[src/rtl/nor_bus_pkg.sv]
package nor_bus_pkg;
  localparam int ADDR_MSB      = 25;
  localparam int ADDR_LSB      = 1;
  localparam int DATA_W        = 16;
  localparam int ARRAY_AW      = 6;
  localparam int ARRAY_DEPTH   = 64;
  localparam int WAIT_POL_POS  = 10;
  localparam int CFG_W         = 16;
  localparam logic [15:0] CFG_RESET    = 16'h0400;
  localparam logic [1:0]  DENS_64      = 2'h0;
  localparam logic [1:0]  DENS_128     = 2'h1;
  localparam logic [1:0]  DENS_256     = 2'h2;
  localparam logic [1:0]  DENS_512     = 2'h3;
  localparam int SYNC_LATENCY  = 2;
  localparam logic [1:0]  LAT_RESET    = 2'h0;
  localparam logic [7:0]  CMD_READ_ARRAY = 8'hFF;
  localparam logic [7:0]  CMD_READ_CFG   = 8'h90;
  localparam logic [7:0]  CMD_SET_CFG    = 8'h60;
  localparam logic [7:0]  CMD_SET_CFG_OK = 8'h03;
  localparam logic [7:0]  CMD_READ_STAT  = 8'h70;
  localparam logic [15:0] STATUS_READY   = 16'h0080;
  typedef enum logic [1:0] {
    RD_ARRAY  = 2'b00,
    RD_CFG    = 2'b01,
    RD_STATUS = 2'b10,
    RD_SETUP  = 2'b11
  } read_mode_t;
endpackage

[src/rtl/nor_flash_bus_interface.sv]
// Function
// - Word address width grows with density: A22 to A25 for 64 to 512 Mbit.
// - Lowest address input is the LSB; each step is one 16-bit word.
// - 512 Mbit dual die: top address bit high selects upper die.
// - Data bus captures writes internally and drives array, status or config on reads.
// - Data bus floats when die-select or output-gate is deasserted.
// - Sync read: address captured on address-valid rise or next clock edge while low.
// - Async: address latched on address-valid rise, flows through while low.
// - Die-select low keeps logic active; high means standby with outputs floating.
// - Host supplies bus clock in sync mode; device times sync reads to it.
// - Output-gate low enables data buffers; high floats data and wait.
// - Address and write data captured on write strobe rising edge.
// - Reset low clears automation, blocks writes; exit lands in async array read.
// - Wait flags invalid sync data; config bit 10 selects wait polarity.
`timescale 1ns/10ps
module nor_flash_bus_interface
  import nor_bus_pkg::*;
(
  // Clock and reset
  input  wire logic                 clk,
  input  wire logic                 reset_n,
  // Configuration straps
  input  wire logic [1:0]           density,
  // Host bus
  input  wire logic [ADDR_MSB:ADDR_LSB] addr,
  input  wire logic                 die_select_n,
  input  wire logic                 output_gate_n,
  input  wire logic                 write_strobe_n,
  input  wire logic                 address_valid_n,
  input  wire logic                 bus_clk,
  input  wire logic                 sync_mode,
  // Data bus
  input  wire logic [DATA_W-1:0]    dq_in,
  output logic      [DATA_W-1:0]    dq_out,
  output logic                      dq_oe,
  // Wait pin
  output logic                      wait_out,
  output logic                      wait_oe,
  // Status
  output logic                      upper_die_sel,
  output logic                      standby
);
  logic [ADDR_MSB:ADDR_LSB] addr_reg;
  logic                     adv_n_reg;
  logic                     bclk_reg;
  logic                     we_n_reg;
  logic [ADDR_MSB:ADDR_LSB] waddr_reg;
  logic [DATA_W-1:0]        wdata_reg;
  logic                     wpend_reg;
  logic [CFG_W-1:0]         read_config_reg;
  read_mode_t               mode_reg;
  logic [1:0]               lat_reg;
  logic                     sync_cap_reg;
  logic [DATA_W-1:0]        dq_out_reg;
  logic                     dq_oe_reg;
  logic                     wait_reg;
  logic                     wait_oe_reg;
  logic                     upper_reg;
  logic                     standby_reg;
  logic [DATA_W-1:0]        rd_lo;
  logic [DATA_W-1:0]        rd_hi;

  // Density masks unused upper address lines
  wire [ADDR_MSB:ADDR_LSB] dens_mask =
    (density == DENS_64)  ? 25'h03FFFFF :
    (density == DENS_128) ? 25'h07FFFFF :
    (density == DENS_256) ? 25'h0FFFFFF : 25'h1FFFFFF;
  wire [ADDR_MSB:ADDR_LSB] addr_m = addr & dens_mask;
  wire selected   = ~die_select_n;
  wire adv_rise   = ~adv_n_reg & address_valid_n;
  wire bclk_rise  = ~bclk_reg & bus_clk;
  wire we_rise    = ~we_n_reg & write_strobe_n & selected;
  wire sync_take  = sync_mode && !address_valid_n && bclk_rise && !sync_cap_reg;
  wire addr_take  = adv_rise || sync_take;
  // Async flow-through while low or on the capture cycle, so no stale cycle follows
  wire [ADDR_MSB:ADDR_LSB] eff_addr =
    ((!sync_mode && !address_valid_n) || (addr_take && !sync_cap_reg)) ? addr_m : addr_reg;
  wire upper_sel  = (density == DENS_512) && eff_addr[ADDR_MSB];
  // Word index: A1 is the LSB of the array index
  wire [ARRAY_AW-1:0] word_idx = eff_addr[ARRAY_AW:ADDR_LSB];
  wire [ARRAY_AW-1:0] widx     = waddr_reg[ARRAY_AW:ADDR_LSB];
  wire wr_lo = wpend_reg && mode_reg == RD_ARRAY && !waddr_reg[ADDR_MSB];
  wire wr_hi = wpend_reg && mode_reg == RD_ARRAY && waddr_reg[ADDR_MSB] && density == DENS_512;
  wire [7:0] cmd  = wdata_reg[7:0];
  wire cmd_write  = wpend_reg && !(mode_reg == RD_ARRAY && cmd != CMD_READ_ARRAY &&
                    cmd != CMD_READ_CFG && cmd != CMD_SET_CFG && cmd != CMD_READ_STAT);
  wire [DATA_W-1:0] array_data = upper_sel ? rd_hi : rd_lo;
  wire [DATA_W-1:0] rd_data =
    (mode_reg == RD_CFG)    ? read_config_reg :
    (mode_reg == RD_STATUS) ? STATUS_READY : array_data;
  wire drive_en   = selected && !output_gate_n;
  wire data_ok    = !sync_mode || lat_reg == 2'(SYNC_LATENCY);
  wire wait_level = data_ok ? ~read_config_reg[WAIT_POL_POS]
                            :  read_config_reg[WAIT_POL_POS];

  nor_die_array u_lower (
    .clk     (clk),
    .wr_en   (wr_lo),
    .addr    (wr_lo ? widx : word_idx),
    .wr_data (wdata_reg),
    .rd_data (rd_lo)
  );

  nor_die_array u_upper (
    .clk     (clk),
    .wr_en   (wr_hi),
    .addr    (wr_hi ? widx : word_idx),
    .wr_data (wdata_reg),
    .rd_data (rd_hi)
  );

  // Pin edge history
  always_ff @(posedge clk) begin
    if (!reset_n) begin
      adv_n_reg <= 1'b1;
      bclk_reg  <= 1'b0;
      we_n_reg  <= 1'b1;
    end else begin
      adv_n_reg <= address_valid_n;
      bclk_reg  <= bus_clk;
      we_n_reg  <= write_strobe_n;
    end
  end

  // Address latch and sync capture
  always_ff @(posedge clk) begin
    if (!reset_n) begin
      addr_reg     <= '0;
      sync_cap_reg <= 1'b0;
    end else begin
      if (addr_take && !sync_cap_reg) begin
        addr_reg <= addr_m;
      end
      if (address_valid_n) begin
        sync_cap_reg <= 1'b0;
      end else if (sync_take) begin
        sync_cap_reg <= 1'b1;
      end
    end
  end

  // Write capture on strobe rise; reset blocks writes
  always_ff @(posedge clk) begin
    if (!reset_n) begin
      waddr_reg <= '0;
      wdata_reg <= '0;
      wpend_reg <= 1'b0;
    end else begin
      wpend_reg <= we_rise;
      if (we_rise) begin
        waddr_reg <= addr_m;
        wdata_reg <= dq_in;
      end
    end
  end

  // Command decode
  always_ff @(posedge clk) begin
    if (!reset_n) begin
      mode_reg        <= RD_ARRAY;
      read_config_reg <= CFG_RESET;
    end else if (cmd_write) begin
      case (mode_reg)
        RD_SETUP: begin
          if (cmd == CMD_SET_CFG_OK) begin
            read_config_reg <= waddr_reg[CFG_W:ADDR_LSB];
          end
          mode_reg <= RD_ARRAY;
        end
        default: begin
          if (cmd == CMD_READ_CFG) begin
            mode_reg <= RD_CFG;
          end else if (cmd == CMD_READ_STAT) begin
            mode_reg <= RD_STATUS;
          end else if (cmd == CMD_SET_CFG) begin
            mode_reg <= RD_SETUP;
          end else begin
            mode_reg <= RD_ARRAY;
          end
        end
      endcase
    end
  end

  // Sync latency counter on bus clock edges
  always_ff @(posedge clk) begin
    if (!reset_n || !selected || addr_take) begin
      lat_reg <= LAT_RESET;
    end else if (bclk_rise && lat_reg != 2'(SYNC_LATENCY)) begin
      lat_reg <= lat_reg + 2'h1;
    end
  end

  // Registered pin outputs
  always_ff @(posedge clk) begin
    if (!reset_n) begin
      dq_out_reg  <= 16'h0000;
      dq_oe_reg   <= 1'b0;
      wait_reg    <= 1'b0;
      wait_oe_reg <= 1'b0;
      upper_reg   <= 1'b0;
      standby_reg <= 1'b1;
    end else begin
      dq_out_reg  <= rd_data;
      dq_oe_reg   <= drive_en;
      wait_oe_reg <= drive_en;
      wait_reg    <= wait_level;
      upper_reg   <= upper_sel;
      standby_reg <= ~selected;
    end
  end

  assign dq_out        = dq_out_reg;
  assign dq_oe         = dq_oe_reg;
  assign wait_out      = wait_reg;
  assign wait_oe       = wait_oe_reg;
  assign upper_die_sel = upper_reg;
  assign standby       = standby_reg;
endmodule

[src/rtl/nor_die_array.sv]
`timescale 1ns/10ps
module nor_die_array
  import nor_bus_pkg::*;
(
  // Clock
  input  wire logic                clk,
  // Access
  input  wire logic                wr_en,
  input  wire logic [ARRAY_AW-1:0] addr,
  input  wire logic [DATA_W-1:0]   wr_data,
  output logic      [DATA_W-1:0]   rd_data
);
  logic [DATA_W-1:0] mem [ARRAY_DEPTH];

  always_ff @(posedge clk) begin
    if (wr_en) begin
      mem[addr] <= wr_data;
    end
  end

  assign rd_data = mem[addr];
endmodule

[config.mk]
export PLATFORM = sky130hd
export DESIGN_NAME = nor_flash_bus_interface
export DESIGN_NICKNAME = d
export VERILOG_FILES = /design/src/rtl/nor_bus_pkg.sv /design/src/rtl/nor_flash_bus_interface.sv /design/src/rtl/nor_die_array.sv
export SDC_FILE = /design/constraint.sdc
export NUM_CORES = 2
export LEC_CHECK = 0
export CAP_MARGIN = 20
export CORE_MARGIN = 2
export CORE_UTILIZATION = 63
export CTS_CLUSTER_SIZE = 14
export DETAILED_ROUTE_END_ITERATION = 16
export DONT_BUFFER_PORTS = 1
export HOLD_SLACK_MARGIN = 0.03
export PLACE_DENSITY = 0.79
export SYNTH_ARGS = -nofsm -noshare
export SYNTH_HDL_FRONTEND = slang
export SYNTH_SLANG_ARGS = --single-unit
[constraint.sdc]
create_clock -name clk -period 4.4 [get_ports clk]
set_input_delay 0.88 -clock clk [delete_from_list [all_inputs] [get_ports clk]]
set_output_delay 0.88 -clock clk [all_outputs]
set_load 0.05 [all_outputs]
==> results.toml <==
[outcome]
run_status = "finished, violations left"
violations = "setup timing"

[detailed_routing]
wl_per_cell_um = 35.0
routed_wirelength_um = 254000
drc = 0
drtIter0Drc = 11100
viasPerCell = 7.33
drtAntennaViolNets = 0
firstDrtPassIters = 6
vias = 53300

[min_path]
hold_depth = 1
hp-class = "primary input to flop"
min_to = "wait_oe"
holdCritStartpoint = "output_gate_n"

[floorplanning]
io_pins = 72
start_util = 0.634
fp.dieH_um = 360
design.core.area_um2 = 126000
die_x_um = 360
rows = 130
die_area_um2 = 129000

[critical_path]
arrival_ps = 5300
path_class = "flop to flop"
r2r-end = "dq_out[15]"
cpLargestDelayFamily = "compound AO/OA/AOI/OAI gates"
worst-r2r-cell-count = 12
reg2reg_slack_ps = -110
required_ps = 5190
start_kind = "flop"
cp_cell_sequence = "or3b_1 > or2_4 > a31o_4 > buf_4 > nand2_1 > o22ai_1 > a221o_1 > a2111oi_0 > buf_4 > nand3_1 > buf_4 > nand3_1"
cp_common_cell = "buf_4"
r2r-start = "wpend_reg"
crit_buf_inv = 3
end_kind = "flop"
cp_slowest_cell = "a2111oi_0"
max_stage_delay_ps = 850
path_max_fanout = 25

[grt]
grt_util_all_layers = 0.389
grt_pass1_wl_um = 359000
antenna_found_initial = 16
grt_max_degree = 97
grt_remaining_overflow = 0
grt_pass1_vias = 51300

[placed_design]
place_congestion = 1.02
dp_hpwl_um = 158000
placed_cell_area_um2 = 88500
place_ws_ps = -278
port_buffers = 0
dp_cells = 6894

[logic_synthesis]
synthFlopType = "edfxtp_1"
syn_inst = 4747
syn_avg_cell_area_um2 = 16.8
synth_edf_count = 2048
syn-cell-area_um2 = 79700
ys_warn_count = 0
ys_ff_latch = 2133
synth.distinct_cells = 80
yosys.area.top_type = "edfxtp_1"
synth-seq-area-share = 0.793
synth_area_leaders = "edfxtp_1 77%, o22ai_1 5.5%, dfxtp_1 2.1%, mux2_2 1.7%, nand2_1 1.2%"
yosysTopAreaCellShare = 0.772
syn_nets = 4799
ys_async_sr_fraction = 0

[sta]
whs_ps = 104
setup_violations = 4
hold_viol = 0
tns_ps = -170
final.setup_skew_ps = 36.2
final_max_slew_viol_count = 0
relSlewSlack = 0.187
clock.fmax_mhz = 222
setup_ws_ps = -108
tightest_slew_ps = 1220
period_minus_slack_ps = 4510
period_share = 1.02
rsz0062_at_grt = "no"

[layout]
layout_commonest_cell = "edfxtp_1"
area_growth_syn_to_layout_pct = 18.8
drive_above_1_share = 0.228
register_area_um2 = 63300
final_nets = 5499
final_cells = 7262
layout_common_cells = "2048 x edfxtp_1, 700 x o22ai_1, 657 x buf_4"
n_fill_cell = 6605
multi_input_area_um2 = 15100
final_area_um2 = 94600
final_core_util = 0.754

[clock_tree]
path_clk_slew_ps = 60
cts_htree_levels = 4
hold_buffers = 0
clock_path_buffers = 3
clk_latency_ps = 850
cts_root_buf = "clkbuf_16"
cts.sinks = 2133
cts_setup_buffers = 0
numCtsBuffers = 198
cts_tree = "built"

[power]
p_per_area_nw_per_um2 = 454
finalPower_mw = 42.9
max-vdd-ir-drop_v = 0.000453
p_leak_nw = 34.4

[run]
maxCapViolCount = 0
==> worst max path at each step <==
stage	start	end	slack, ps	cells after the start
2_1_floorplan	address_valid_n	u_upper.mem[62][0]	370	9
3_3_place_gp	address_valid_n	dq_out[13]	-250	15
3_5_place_dp	address_valid_n	dq_out[13]	-280	15
4_1_cts	sync_cap_reg	dq_out[13]	80	15
5_1_grt	wpend_reg	dq_out[1]	30	12
6_report	wpend_reg	dq_out[15]	-110	12
==> synthesized netlist by cell type, types with 12 or more instances <==
cell / instances
a211o_1: 17
a211oi_1: 67
a21oi_1: 77
a22oi_1: 40
a2bb2oi_1: 20
a311oi_1: 19
a31oi_1: 60
a32o_1: 12
and3_1: 13
buf_1: 49
buf_2: 118
buf_4: 24
clkbuf_1: 110
dfxtp_1: 85
edfxtp_1: 2048
inv_1: 29
mux2_2: 118
mux2i_1: 67
mux4_2: 16
nand2_1: 262
nand3_1: 59
nand4_1: 29
nor2_1: 205
nor3_1: 87
nor4_1: 73
o211ai_1: 13
o21ai_0: 59
o22a_1: 28
o22ai_1: 700
o31ai_1: 19
o41ai_1: 60
==> where the power goes <==
part / total [mW] / internal (mW) / leakage (nW) / switching, mW
Sequential: 22.3 / 22.1 / 22.4 / 0.268
Clock: 16.4 / 9.03 / 2.95 / 7.36
Combinational: 4.21 / 1.63 / 8.97 / 2.58
==> kinds of logic after synthesis <==
family / after synthesis / share of synthesized area
XOR/XNOR: 3 / 0.000330
buffers and inverters: 342 / 0.0201
AND/OR/NAND/NOR: 785 / 0.0462
multiplexers: 205 / 0.0302
AO/OA/AOI/OAI: 1278 / 0.110
flip-flops: 2133 / 0.793
adder cells (fa/ha/maj): 1 / 0.000157
==> what timing repair did <==
item | CTS | global route
resized for setup | 0 | 1
setup endpoints to repair | 0 | 1
endpoints found under the hold margin | 0 | 0
==> cell type report <==
cell class,instances,area share
Timing Repair Buffer,812,0.0851
Tap cell,1650,0.0218
Multi-Input combinational cell,2272,0.159
Clock buffer,253,0.0553
Clock inverter,108,0.00898
Inverter,30,0.00119
Antenna cell,4,0.000106
Sequential cell,2133,0.668
==> per-layer routing <==
| layer | global-route usage | up-vias | share of wire |
|---|---|---|---|
| li1 | - | 21000 | - |
| met1 | 0.529 | 26100 | 0.34 |
| met2 | 0.572 | 5243 | 0.44 |
| met3 | 0.129 | 919 | 0.16 |
| met4 | 0.185 | 14 | 0.055 |
| met5 | 0.00740 | - | 0.0010 |
Power figures use the tool's default switching activity.
